$ cat src/logic/bridge_cfg_tail_regs.svh
// Offsets, field positions, reset values and counts of the bridge configuration header tail.
`ifndef BRIDGE_CFG_TAIL_REGS_SVH
`define BRIDGE_CFG_TAIL_REGS_SVH
`define OFS_IO_BOTTOM_HIGH 8'h30
`define OFS_IO_TOP_HIGH 8'h32
`define OFS_CAP_LIST_POINTER 8'h34
`define OFS_IRQ_ROUTING_SCRATCH 8'h3c
`define OFS_IRQ_PIN_CODE 8'h3d
`define OFS_BRIDGE_CTRL 8'h3e
`define RST_IO_BOTTOM_HIGH 16'h0000
`define RST_IO_TOP_HIGH 16'h0000
`define VAL_CAP_LIST_POINTER 8'h50
`define RST_IRQ_ROUTING_SCRATCH 8'hff
`define VAL_IRQ_PIN_CODE 8'h00
`define RST_BRIDGE_CTRL 16'h0000
`define BIT_ERR_MSG_EN 11
`define BIT_DISCARD_FLAG 10
`define BIT_PERIOD_SEL 9
`define BRIDGE_CTRL_RW_MASK 16'h0bff
`define IO_LOW_BITS 20
`define IO_LIMIT_LOW_FILL 20'hf_ffff
`define IO_BASE_LOW_FILL 20'h0_0000
`define DISCARD_MASK_BIT 10
`define DISCARD_LONG_LOG2 15
`define DISCARD_SHORT_LOG2 10
`endif

$ cat src/logic/bridge_cfg_tail_pkg.sv
// Types shared by the bridge configuration header tail.
package bridge_cfg_tail_pkg;
  typedef struct packed {
    logic rd;
    logic wr;
    logic [7:0] addr;
    logic [3:0] be;
    logic [31:0] wdata;
  } cfg_req_s;
  typedef struct packed {
    logic send;
    logic fatal;
  } err_msg_s;
endpackage

$ cat src/logic/bridge_cfg_tail.sv
// Configuration header tail of a PCI Express to PCI bridge, offsets 30h to 3Fh.
// Notes on behaviour
// - The upper I/O limit register at 32h is 16 bits read/write and resets to zero.
// - The composed I/O limit fills its low 20 address bits with ones.
// - The capabilities pointer at 34h always reads 50h.
// - The interrupt line register at 3Ch resets to FFh and is only software storage.
// - The interrupt pin register at 3Dh always reads zero.
// - Secondary side interrupts pass to the primary side through three register stages, three clocks late.
// - Bridge control at 3Eh resets to zero and its bits 15 to 12 read zero.
// - With bit 11 set in conventional mode a discard sends an error message upstream, non-fatal by default.
// - The message severity is selectable only when advanced error reporting exists, else non-fatal.
// - With bit 11 clear a message is still sent if advanced reporting exists and mask bit 10 is clear.
// - Bit 10 of bridge control is set by a discard and stays set until software clears it.
// - Bit 9 selects a discard period of 2^15 clocks when zero and 2^10 when one.
// - The upper I/O base register at 30h is read/write, resets to zero, and fills low bits with zeros.
`timescale 1ns/10ps
`include "bridge_cfg_tail_regs.svh"
module bridge_cfg_tail (
  input wire logic clk,
  input wire logic rst_b,
  input wire bridge_cfg_tail_pkg::cfg_req_s cfg_req,
  output logic [31:0] cfg_rdata,
  output logic cfg_rvalid,
  output logic cfg_hit,
  input wire logic conventional_mode,
  input wire logic aer_supported,
  input wire logic [31:0] sec_uncorr_err_mask,
  input wire logic aer_discard_fatal,
  input wire logic discard_event,
  output bridge_cfg_tail_pkg::err_msg_s err_msg,
  output logic secondary_discard_period_sel,
  output logic [4:0] discard_period_log2,
  input wire logic [35:0] io_addr,
  output logic io_forward,
  input wire logic [3:0] sec_irq_b,
  output logic [3:0] pri_irq_b,
  output logic [15:0] io_window_top_high_field,
  output logic [15:0] io_window_bottom_high_field
);
  // ****************************************************************
  // Register storage and write decode
  // ****************************************************************
  logic [15:0] io_bottom_q;
  logic [15:0] io_top_q;
  logic [7:0] irq_scratch_q;
  logic [15:0] bctrl_q;
  logic [3:0] irq_s1_q;
  logic [3:0] irq_s2_q;

  function automatic logic word_hit(input logic [7:0] a, input logic [7:0] ofs);
    word_hit = (a[7:2] == ofs[7:2]);
  endfunction

  logic sel_30;
  logic sel_3c;
  assign sel_30 = word_hit(cfg_req.addr, `OFS_IO_BOTTOM_HIGH);
  assign sel_3c = word_hit(cfg_req.addr, `OFS_IRQ_ROUTING_SCRATCH);

  always_ff @(posedge clk or negedge rst_b) begin
    if (!rst_b) begin
      io_bottom_q <= `RST_IO_BOTTOM_HIGH;
      io_top_q <= `RST_IO_TOP_HIGH;
    end else if (cfg_req.wr && sel_30) begin
      if (cfg_req.be[0]) io_bottom_q[7:0] <= cfg_req.wdata[7:0];
      if (cfg_req.be[1]) io_bottom_q[15:8] <= cfg_req.wdata[15:8];
      if (cfg_req.be[2]) io_top_q[7:0] <= cfg_req.wdata[23:16];
      if (cfg_req.be[3]) io_top_q[15:8] <= cfg_req.wdata[31:24];
    end
  end

  always_ff @(posedge clk or negedge rst_b) begin
    if (!rst_b) begin
      irq_scratch_q <= `RST_IRQ_ROUTING_SCRATCH;
    end else if (cfg_req.wr && sel_3c && cfg_req.be[0]) begin
      irq_scratch_q <= cfg_req.wdata[7:0];
    end
  end

  // ****************************************************************
  // Bridge control
  // ****************************************************************
  // Writing one to the status bit clears it, but a discard in the same cycle wins so no event is lost.
  logic [15:0] bctrl_d;
  logic clr_flag;
  always_comb begin
    bctrl_d = bctrl_q;
    clr_flag = 1'b0;
    if (cfg_req.wr && sel_3c) begin
      if (cfg_req.be[2]) bctrl_d[7:0] = cfg_req.wdata[23:16];
      if (cfg_req.be[3]) begin
        bctrl_d[15:8] = cfg_req.wdata[31:24];
        clr_flag = cfg_req.wdata[16 + `BIT_DISCARD_FLAG];
      end
    end
    bctrl_d = bctrl_d & `BRIDGE_CTRL_RW_MASK;
    bctrl_d[`BIT_DISCARD_FLAG] = discard_event | (bctrl_q[`BIT_DISCARD_FLAG] & ~clr_flag);
  end

  always_ff @(posedge clk or negedge rst_b) begin
    if (!rst_b) begin
      bctrl_q <= `RST_BRIDGE_CTRL;
    end else begin
      bctrl_q <= bctrl_d;
    end
  end

  assign secondary_discard_period_sel = bctrl_q[`BIT_PERIOD_SEL];
  // The timer itself lives elsewhere; it is handed the period as a power of two.
  assign discard_period_log2 = bctrl_q[`BIT_PERIOD_SEL] ? 5'(`DISCARD_SHORT_LOG2) : 5'(`DISCARD_LONG_LOG2);

  // ****************************************************************
  // Discard error message
  // ****************************************************************
  logic msg_want;
  assign msg_want = (conventional_mode && bctrl_q[`BIT_ERR_MSG_EN]) ||
                    (aer_supported && !sec_uncorr_err_mask[`DISCARD_MASK_BIT]);

  always_ff @(posedge clk or negedge rst_b) begin
    if (!rst_b) begin
      err_msg <= '0;
    end else begin
      err_msg.send <= discard_event && msg_want;
      err_msg.fatal <= discard_event && msg_want && aer_supported && aer_discard_fatal;
    end
  end

  // ****************************************************************
  // Interrupt pass-through
  // ****************************************************************
  always_ff @(posedge clk or negedge rst_b) begin
    if (!rst_b) begin
      irq_s1_q <= 4'hf;
      irq_s2_q <= 4'hf;
      pri_irq_b <= 4'hf;
    end else begin
      irq_s1_q <= sec_irq_b;
      irq_s2_q <= irq_s1_q;
      pri_irq_b <= irq_s2_q;
    end
  end

  // ****************************************************************
  // Read path
  // ****************************************************************
  // Reads answer one cycle after the request; unmapped words return zero with cfg_hit low.
  logic [31:0] rdata_d;
  logic hit_d;
  always_comb begin
    rdata_d = 32'h0000_0000;
    hit_d = 1'b1;
    case (cfg_req.addr[7:2])
      6'(`OFS_IO_BOTTOM_HIGH >> 2): rdata_d = {io_top_q, io_bottom_q};
      6'(`OFS_CAP_LIST_POINTER >> 2): rdata_d = {24'h00_0000, `VAL_CAP_LIST_POINTER};
      6'(`OFS_IRQ_ROUTING_SCRATCH >> 2): rdata_d = {bctrl_q & `BRIDGE_CTRL_RW_MASK | (bctrl_q & 16'h0400),
                                                    `VAL_IRQ_PIN_CODE, irq_scratch_q};
      default: hit_d = 1'b0;
    endcase
  end

  always_ff @(posedge clk or negedge rst_b) begin
    if (!rst_b) begin
      cfg_rdata <= 32'h0000_0000;
      cfg_rvalid <= 1'b0;
      cfg_hit <= 1'b0;
    end else begin
      cfg_rvalid <= cfg_req.rd;
      cfg_hit <= cfg_req.rd && hit_d;
      cfg_rdata <= cfg_req.rd ? rdata_d : 32'h0000_0000;
    end
  end

  // ****************************************************************
  // Forwarding window
  // ****************************************************************
  assign io_window_top_high_field = io_top_q;
  assign io_window_bottom_high_field = io_bottom_q;

  io_window_check u_win (
    .bottom_high(io_bottom_q),
    .top_high(io_top_q),
    .io_addr(io_addr),
    .in_window(io_forward)
  );
endmodule

$ cat src/logic/io_window_check.sv
// Inclusive I/O forwarding window comparison.
`timescale 1ns/10ps
`include "bridge_cfg_tail_regs.svh"
module io_window_check (
  input wire logic [15:0] bottom_high,
  input wire logic [15:0] top_high,
  input wire logic [35:0] io_addr,
  output logic in_window
);
  logic [35:0] lo;
  logic [35:0] hi;
  assign lo = {bottom_high, `IO_BASE_LOW_FILL};
  assign hi = {top_high, `IO_LIMIT_LOW_FILL};
  assign in_window = (io_addr >= lo) && (io_addr <= hi);
endmodule

$ cat config.mk
export PLATFORM = sky130hd
export DESIGN_NAME = bridge_cfg_tail
export DESIGN_NICKNAME = d
export VERILOG_FILES = /design/src/logic/bridge_cfg_tail_pkg.sv /design/src/logic/bridge_cfg_tail.sv /design/src/logic/io_window_check.sv
export VERILOG_INCLUDE_DIRS = /design/src /design/src/logic
export SDC_FILE = /design/constraint.sdc
export NUM_CORES = 1
export LEC_CHECK = 0
export ABC_AREA = 1
export BUFFER_PORTS_ARGS = -buffer_cell sky130_fd_sc_hd__buf_2
export CAP_MARGIN = 20
export CORE_UTILIZATION = 45
export CTS_CLUSTER_DIAMETER = 60
export CTS_CLUSTER_SIZE = 24
export DETAILED_ROUTE_END_ITERATION = 7
export GPL_ROUTABILITY_DRIVEN = 0
export PLACE_DENSITY = 0.75
export SLEW_MARGIN = 20
export SYNTH_ARGS = -nofsm -noshare
export SYNTH_HDL_FRONTEND = slang
export SYNTH_HIERARCHICAL = 1
export SYNTH_SLANG_ARGS = --single-unit
$ cat constraint.sdc
create_clock -name clk -period 1.9 [get_ports clk]
set_clock_uncertainty 0.05 [all_clocks]
set_input_delay 0.095 -clock clk [delete_from_list [all_inputs] [get_ports clk]]
set_output_delay 0.095 -clock clk [all_outputs]
set_load 0.02 [all_outputs]
==> impl_metrics.yaml, run 1 <==
finish:
  diodes: 0
  drive_gt1_frac: 0.3133
  fin_nets: 1016
  final_core_util: 0.6608
  post-route-cell-area_um2: 6944
  fill_cells: 884
  final-instance-count-excl-fill: 1001
  area_growth_pct: 39.87
outcome:
  status: "finished with violations"
  violations: "setup timing"
clock_tree:
  cts_max_path_buffers: 2
  clk_pin_slew_ns: 0.10
  clkLatencyLatePin_ns: 0.37
  cts_tree: "done"
  htree_levels: 3
  root_buffer: "clkbuf_8"
  clock-sinks: 100
  cts_buffers: 9
worst_hold_path:
  hold_class: "in2reg"
  holdPathStages: 3
place:
  post-dp-hpwl_um: 9943
  post-place-cells: 907
  io_buffers: 166
  pre_cts_slack_ns: 0.09212
  dpl_cell_area_um2: 5933
drt:
  first_iter_violations: 215
  antenna_left: 0
  first_pass_iters: 5
  via_count: 4944
  remaining_drc_errors: 0
  drt_wl_total_um: 13970
  vias_per_cell: 4.939
  avgRoutedWirePerCell_um: 13.96
power_and_ir_drop:
  power.total_mw: 4.625
  leakage_nw: 3.819
  ir_worst_vdd_mv: 0.4403
  cellPowerDensity_nw_per_um2: 666.1
grt:
  grt_pass1_wl_um: 22470
  track_usage: 0.2518
  grt_max_degree: 45
  antenna_found_initial: 1
  grt_overflow: 0
  grt_pass1_vias: 5043
yosys:
  ys.flop_type: "dfrtp_1"
  synthArstFlopShare: 1.000
  synth_compound_area_frac: 0.03528
  synth_commonest_cells: "221 x nand2_1, 86 x inv_1, 80 x dfrtp_1, 63 x nand3_1, 42 x nor2_1"
  synthCells: 615
  synthMuxAreaShare: 0
  yosysWarnings: 6
  ys_seq_area_frac: 0.5091
  ys_top_cells_by_area: "dfrtp_1 40%, nand2_1 17%, dfstp_2 11%"
  synthXorXnorAreaFrac: 0
  synth_seq_cells: 100
  synth_top_area_cell: "dfrtp_1"
  syn_area_um2: 4965
  avgSynthCellArea_um2: 8.073
  synth_edf_count: 0
  yosysUniqueCellTypes: 24
  yosysMostFrequentCell: "nand2_1"
  yosys.area_share.adder: 0.08065
  synth-simple-area-share: 0.2838
  synth_top_family_by_area: "simple AND/OR/NAND/NOR gates"
  synth_top_area_frac: 0.4032
floorplanning:
  die_y_um: 107.0
  ios: 203
  start_util: 0.4724
  die_area_um2: 11460
  num_rows: 37
  die_x_um: 107.0
  core_area_um2: 10510
setup_path:
  cp_max_fo: 2
  path_class: "reg2out"
  cp-start-kind: "flop"
  cp-end-kind: "output pin"
  cp.arrival_ns: 1.86
  cp.required_ns: 1.75
  reg2reg_depth: 5
timing:
  final-setup-viol-count: 1
  hold_viol: 0
  whs_ns: 0.01945
  worstMarginPinSlew_ns: 0.5609
  max_freq_ghz: 0.4992
  slew_viol_final: 0
  rsz0062_at_grt: "true"
  setup-tns-final_ns: -0.1031
  fin_ws_ns: -0.1031
  min_period_ns: 2.003
  slew_headroom: 0.6261
  fin_crit_sh: 1.054
job:
  maxCapViolCount: 0
registers in the layout, summed over array words and instances, names as in the netlist, 4 cells and up:
register,count
irq_scratch_q,8
irq_s2_q,4
pri_irq_b,4
io_window_top_high_field,16
bctrl_q,12
irq_s1_q,4
cfg_rdata,32
io_window_bottom_high_field,16
cells by family after synthesis:
group                    after synthesis
adder cells (fa/ha/maj)               32
AND/OR/NAND/NOR                      340
AO/OA/AOI/OAI                         34
flip-flops                           100
other                                  2
buffers and inverters                107
layout by cell type (no fill, tap or decap), types with 2 or more instances in the layout:
cell,instances
nor3_1,2
inv_1,81
dlygate4sd3_1,47
nor2_2,5
buf_4,40
dfstp_2,20
nand2_2,3
nand2_1,218
inv_2,6
o21ai_0,2
a21oi_1,29
nor2_4,3
clkbuf_8,9
a21o_1,2
nand3_2,2
buf_2,164
dfrtp_1,79
ha_4,6
nor2_1,40
nand3_1,62
ha_1,26
conb_1,3
inv_8,2
path summary, 6_finish.rpt:
path,slack (ns),to,start
min in group asynchronous,0.20,io_window_top_high_field[13],rst_b
worst min register to register,0.31,pri_irq_b[3],irq_s2_q[3]
worst min-delay path,0.02,io_window_bottom_high_field[12],cfg_req[33]
worst max register to register,0.41,err_msg[0],bctrl_q[11]
max in group asynchronous,0.93,irq_scratch_q[7],rst_b
worst max-delay path,-0.10,io_forward,io_window_top_high_field[11]
critical path: stages (launching register included):
cell,delay [ns]
dfrtp_1,0.39
inv_2,0.05
ha_4,0.26
nand2_1,0.06
inv_2,0.06
nand3_2,0.08
nor3_4,0.20
nand2_1,0.07
nand2_1,0.05
nand2_1,0.04
nand2_1,0.06
inv_2,0.05
buf_6,0.12
layout make-up:
| type | count | area (um^2) | area share |
|---|---|---|---|
| inverters | 87 | 326.6 | 0.04703 |
| clock inverters | 7 | 68.82 | 0.009910 |
| repair buffers | 253 | 1623 | 0.2337 |
| well taps | 136 | 170.2 | 0.02450 |
| flip-flops and latches | 100 | 2529 | 0.3641 |
| clock buffers | 9 | 123.9 | 0.01784 |
| multi-input cells | 409 | 2103 | 0.3029 |
layer usage:
metal	vias up	global-route usage	part of all wire	wire [um]
met1	2310	0.2886	0.39	5496
met5	-	0	0	0
met4	0	0.08806	0.020	276
met3	30	0.06140	0.073	1016
met2	225	0.4548	0.51	7184
li1	2379	-	-	-
power breakdown:
group / leakage [nW] / internal, mW / switching [mW]
registers: 1.30 / 2.25 / 0.0682
clock network: 0.0964 / 0.511 / 0.834
logic: 2.42 / 0.418 / 0.542
total: 3.82 / 3.18 / 1.44
repair_timing:
action / 4_1_cts / 5_1_grt
hold buffers: 47 / 0
hold endpoints to repair: 88 / 0
pin swaps: 6 / 8
buffers inserted: 19 / 12
resized for setup: 7 / 16
setup endpoints to repair: 1 / 1
Note: power is estimated with default switching activity, not from simulation.
==> inputs of run 2 (changes only) <==
Settings changed: ABC_AREA 1 to unset, PLACE_DENSITY 0.75 to 0.76.
==> impl_metrics.yaml, run 2 <==
setup_path:
  cp-start-kind: "flop"
  path_depth: 8
  path_buf_inv: 2
  cp_cell_sequence: "inv_2, ha_4, nand2_4, or4_4, or4_4, a211o_1, a32oi_4, buf_6"
  rr_startpoint: "bctrl_q[11]"
  cp.arrival_ns: 2.71
  worstReg2RegEnd: "err_msg[0]"
  cp-end-kind: "output pin"
  crit_top_cell: "or4_4"
  max_stage_delay_ns: 0.52
  crit_family: "simple AND/OR/NAND/NOR gates"
  cpMaxStageDelayCell: "or4_4"
  reg2reg_depth: 4
  cp_max_fo: 2
  rrSetupSlack_ns: 0.38
  path_class: "reg2out"
  cp.required_ns: 1.75
floorplanning:
  core_area_um2: 9955
  num_rows: 36
  start_util: 0.4710
  die_x_um: 104.1
  die_y_um: 104.1
  ios: 203
  die_area_um2: 10830
grt:
  track_usage: 0.2564
  grt_max_degree: 43
  grt_overflow: 0
  grt_pass1_vias: 4292
  grt_pass1_wl_um: 21520
  antenna_found_initial: 0
finish:
  multi_input_area_um2: 1968
  largest_register_ffs: 32
  drive_gt1_frac: 0.5039
  final-instance-count-excl-fill: 768
  final_cell_mix: "164 x buf_2, 78 x dfrtp_1, 49 x buf_4"
  post-route-cell-area_um2: 6674
  diodes: 0
  fill_cells: 738
  layout_commonest_cell: "buf_2"
  area_growth_pct: 42.35
  fin_nets: 786
  top_register: "cfg_rdata"
  regArea_um2: 2530
clock_tree:
  htree_levels: 3
  root_buffer: "clkbuf_8"
  clkLatencyLatePin_ns: 0.36
  cts_max_path_buffers: 2
  clk_pin_slew_ns: 0.10
  cts_buffers: 9
  clock-sinks: 100
  cts_tree: "done"
yosys:
  synth_top_area_cell: "dfrtp_1"
  synthCells: 373
  yosysWarnings: 6
  synth_seq_cells: 100
  ys_top_cells_by_area: "dfrtp_1 43%, dfstp_2 11%, ha_1 8.5%"
  yosysMostFrequentCell: "dfrtp_1"
  syn_area_um2: 4688
  ys.flop_type: "dfrtp_1"
  synth_commonest_cells: "80 x dfrtp_1, 35 x inv_1, 34 x mux2_2, 32 x ha_1, 22 x nor2_1"
  synthArstFlopShare: 1.000
  synth_top_area_frac: 0.4270
  synth_edf_count: 0
  ys_seq_area_frac: 0.5391
  avgSynthCellArea_um2: 12.57
  yosysUniqueCellTypes: 42
drt:
  drt_wl_total_um: 13410
  antenna_left: 0
  avgRoutedWirePerCell_um: 17.46
  remaining_drc_errors: 0
  first_iter_violations: 135
  via_count: 3996
  first_pass_iters: 4
  vias_per_cell: 5.203
timing:
  max_freq_ghz: 0.3505
  rsz0062_at_grt: "true"
  fin_ws_ns: -0.9532
  slew_headroom: 0.6382
  final-setup-viol-count: 1
  hold_viol: 0
  min_period_ns: 2.853
  slew_viol_final: 0
  fin_crit_sh: 1.502
  worstMarginPinSlew_ns: 0.5426
  setup-tns-final_ns: -0.9532
  whs_ns: 0.04797
power_and_ir_drop:
  ir_worst_vdd_mv: 0.4528
  pwr-share-seq: 0.494
  internal_power_mw: 3.391
  pwr-share-clk: 0.302
  p_switching_mw: 1.306
  leakage_nw: 3.431
  pwr-share-comb: 0.204
  sw_frac_of_total: 0.2781
  cellPowerDensity_nw_per_um2: 703.9
outcome:
  status: "finished with violations"
  violations: "setup timing"
worst_hold_path:
  min_to: "cfg_rdata[4]"
  holdPathStages: 3
  hp-start: "cfg_req[38]"
  hold_class: "in2reg"
place:
  io_buffers: 166
  dpl_cell_area_um2: 5974
  pre_cts_slack_ns: -0.7059
  post-place-cells: 706
  post-dp-hpwl_um: 9411
job:
  maxCapViolCount: 0
[run 2: changes by cell type in the layout (fill, tap and decap cells not counted), moves of 13 or more]
cell / delta
a21oi_1: -14
a22oi_1: +18
inv_1: -48
mux2_2: +34
mux2_4: +16
nand2_1: -204
nand3_1: -57
nand4_1: +13
nor2_1: -18
[run 2: cells by family after synthesis]
group                    share of synthesized area
AND/OR/NAND/NOR                             0.1172
adder cells (fa/ha/maj)                    0.08540
flip-flops                                  0.5391
buffers and inverters                      0.05284
AO/OA/AOI/OAI                              0.06859
other                                     0.001602
multiplexers                                0.1353
[run 2: cell type report]
class	count	area share
flip-flops and latches	100	0.3791
multi-input cells	224	0.2949
repair buffers	260	0.2503
well taps	133	0.02493
clock buffers	11	0.02118
inverters	35	0.01969
clock inverters	5	0.009936
[run 2: metrics by stage]
step | total power, mW | util
6_report | 4.698 | 0.6704
5_1_grt | 4.905 | 0.6704
4_1_cts | 4.712 | 0.6699
3_5_place_dp | 3.217 | 0.6002
3_3_place_gp | 3.179 | 0.6002
2_1_floorplan | 2.772 | -
[run 2: what timing repair did]
| item | CTS | global route |
|---|---|---|
| gates resized for setup | 7 | 1 |
| setup endpoints to repair | 1 | 1 |
| buffers inserted | 1 | 0 |
| pin swaps | 6 | 1 |
| hold buffers | 45 | 0 |
| hold endpoints to repair | 92 | 0 |
| cloned | 0 | 0 |
[run 2: routing by layer]
layer  vias up  share of wire  track usage
met2       200           0.49       0.4438
met4         0          0.026       0.1020
li1       1832              -            -
met1      1933           0.41       0.3042
met5         -              0            0
met3        31          0.067      0.06579
[run 2: worst reg2reg max path: stages, from the launching register on]
cell and delay (ns):
dfrtp_1 0.38, nand2_1 0.06, a21boi_0 0.21, and3_1 0.20, dlygate4sd3_1 0.56
[run 2: power by group through the flow]
stage / Clock [mW] / Combinational (mW) / Sequential, mW
2_1_floorplan: 0 / 0.332 / 2.44
3_3_place_gp: 0 / 0.826 / 2.35
3_5_place_dp: 0 / 0.859 / 2.36
4_1_cts: 1.45 / 0.945 / 2.32
5_1_grt: 1.53 / 1.04 / 2.34
6_report: 1.42 / 0.959 / 2.32
[run 2: worst max-delay path by stage]
stage / from / slack (ns) / endpoint
after floorplan: io_window_bottom_high_field[3] / -0.48 / io_forward
after global placement: io_addr[8] / -0.67 / io_forward
after detailed placement: io_addr[8] / -0.71 / io_forward
after CTS: io_window_bottom_high_field[2] / -0.97 / io_forward
after global routing: io_window_bottom_high_field[2] / -1.02 / io_forward
final: io_window_bottom_high_field[3] / -0.95 / io_forward
==> inputs of run 3 (changes only) <==
Settings changed: CELL_PAD_IN_SITES_DETAIL_PLACEMENT set to 1, CELL_PAD_IN_SITES_GLOBAL_PLACEMENT set to 2, CORE_UTILIZATION 45 to 29, PLACE_DENSITY 0.76 to unset, PLACE_DENSITY_LB_ADDON set to 0.1.
==> impl_metrics.yaml, run 3 (synthesis gave the netlist of run 2 again) <==
timing:
  final-setup-viol-count: 1
  fin_ws_ns: -0.8745
  slew_viol_final: 0
  hold_viol: 0
  min_period_ns: 2.774
  rsz0062_at_grt: "true"
  whs_ns: 0.07269
  fin_crit_sh: 1.460
  max_freq_ghz: 0.3604
  setup-tns-final_ns: -0.8745
power_and_ir_drop:
  sw_frac_of_total: 0.2736
  power.total_mw: 5.173
  ir_worst_vdd_mv: 0.3734
  p_switching_mw: 1.416
  pwr-share-seq: 0.448
  pwr-share-comb: 0.182
  leakage_nw: 3.472
  pwr-share-clk: 0.370
  internal_power_mw: 3.758
  cellPowerDensity_nw_per_um2: 753.8
finish:
  top_register: "cfg_rdata"
  area_growth_pct: 46.38
  drive_gt1_frac: 0.5039
  largest_register_ffs: 32
  layout_commonest_cell: "buf_2"
  final_cell_mix: "164 x buf_2, 78 x dfrtp_1, 49 x buf_4"
  post-route-cell-area_um2: 6863
  fin_nets: 786
drt:
  avgRoutedWirePerCell_um: 16.60
  drt_wl_total_um: 14150
  top_layer: "met4"
  remaining_drc_errors: 0
  wl_met1_um: 6230
  antenna_left: 0
  vias_per_cell: 4.525
  wl_met2_um: 6892
  via_count: 3855
  met3WireLength_um: 710
  first_pass_iters: 4
  first_iter_violations: 100
clock_tree:
  clk_pin_slew_ns: 0.07
  cts_tree: "done"
  cts_max_path_buffers: 2
  clkLatencyLatePin_ns: 0.35
  cts_buffers: 9
  htree_levels: 3
  clock-sinks: 100
  root_buffer: "clkbuf_16"
place:
  pre_cts_slack_ns: -0.6595
  io_buffers: 166
  dpl_cell_area_um2: 6078
  post-dp-hpwl_um: 10460
setup_path:
  cp-end-kind: "output pin"
  cp.required_ns: 1.75
  cp-start-kind: "flop"
  cp.arrival_ns: 2.63
  cp_max_fo: 2
  rrSetupSlack_ns: 0.34
  path_class: "reg2out"
grt:
  grt_pass1_wl_um: 22010
  grt_overflow: 0
  antenna_found_initial: 0
  track_usage: 0.1768
  grt_max_degree: 48
  grt_pass1_vias: 4188
floorplanning:
  die_x_um: 129.1
  die_area_um2: 16680
  num_rows: 46
  die_y_um: 129.1
  core_area_um2: 15830
  start_util: 0.2962
  ios: 203
outcome:
  status: "finished with violations"
  violations: "setup timing"
worst_hold_path:
  hold_class: "in2reg"
job:
  maxCapViolCount: 0
==> run 3: layout make-up <==
| type | count | area, um^2 |
|---|---|---|
| timing repair buffer | 260 | 1670 |
| clock inverter | 7 | 85.08 |
| tap | 216 | 270.3 |
| fill | 1770 | 8965 |
| inverter | 35 | 131.4 |
| antenna | 1 | 2.502 |
| clock buffer | 9 | 225.2 |
| sequential | 100 | 2530 |
| multi-input combinational | 224 | 1948 |
==> run 3: power groups by stage <==
stage | registers, mW | logic, mW | clock network [mW]
final | 2.32 | 0.940 | 1.91
after CTS | 2.32 | 0.956 | 1.98
after global routing | 2.33 | 1.05 | 2.06
after floorplan | 2.44 | 0.332 | 0
after detailed placement | 2.36 | 0.871 | 0
after global placement | 2.35 | 0.851 | 0
==> run 3: worst paths after layout <==
kind / start / depth (start not counted) / endpoint
min in group asynchronous: rst_b / 2 / cfg_rdata[14]
min: cfg_req[39] / 4 / cfg_rdata[6]
max reg2reg: bctrl_q[11] / 4 / err_msg[0]
max in group asynchronous: rst_b / 3 / irq_scratch_q[0]
max: io_window_bottom_high_field[3] / 8 / io_forward
min reg2reg: irq_s1_q[0] / 0 / irq_s2_q[0]
==> run 3: layer usage <==
| layer | GRT usage | vias up |
|---|---|---|
| met1 | 0.2173 | 1896 |
| met5 | 0 | - |
| li1 | - | 1834 |
| met2 | 0.3008 | 108 |
| met4 | 0.07820 | 0 |
| met3 | 0.03468 | 17 |
==> run 3: what timing repair did <==
| action | 4_1_cts | 5_1_grt |
|---|---|---|
| hold endpoints to repair | 100 | 0 |
| hold buffers | 45 | 0 |
| pin swaps | 2 | 1 |
| gates resized for setup | 4 | 2 |
| setup endpoints to repair | 1 | 2 |
| buffers inserted | 1 | 0 |
==> run 3: critical path, stage by stage, from the launching register on <==
cell	delay (ns)
dfrtp_2	0.36
inv_2	0.05
ha_4	0.26
nand2_2	0.06
or4_4	0.40
or4_1	0.51
a211o_1	0.31
a32oi_4	0.18
buf_6	0.14
==> run 3: metrics by stage <==
step           cells    util
2_1_floorplan    374       -
3_3_place_gp     789  0.3840
3_5_place_dp     789  0.3840
4_1_cts          851  0.4331
5_1_grt          851  0.4334
6_report         852  0.4336
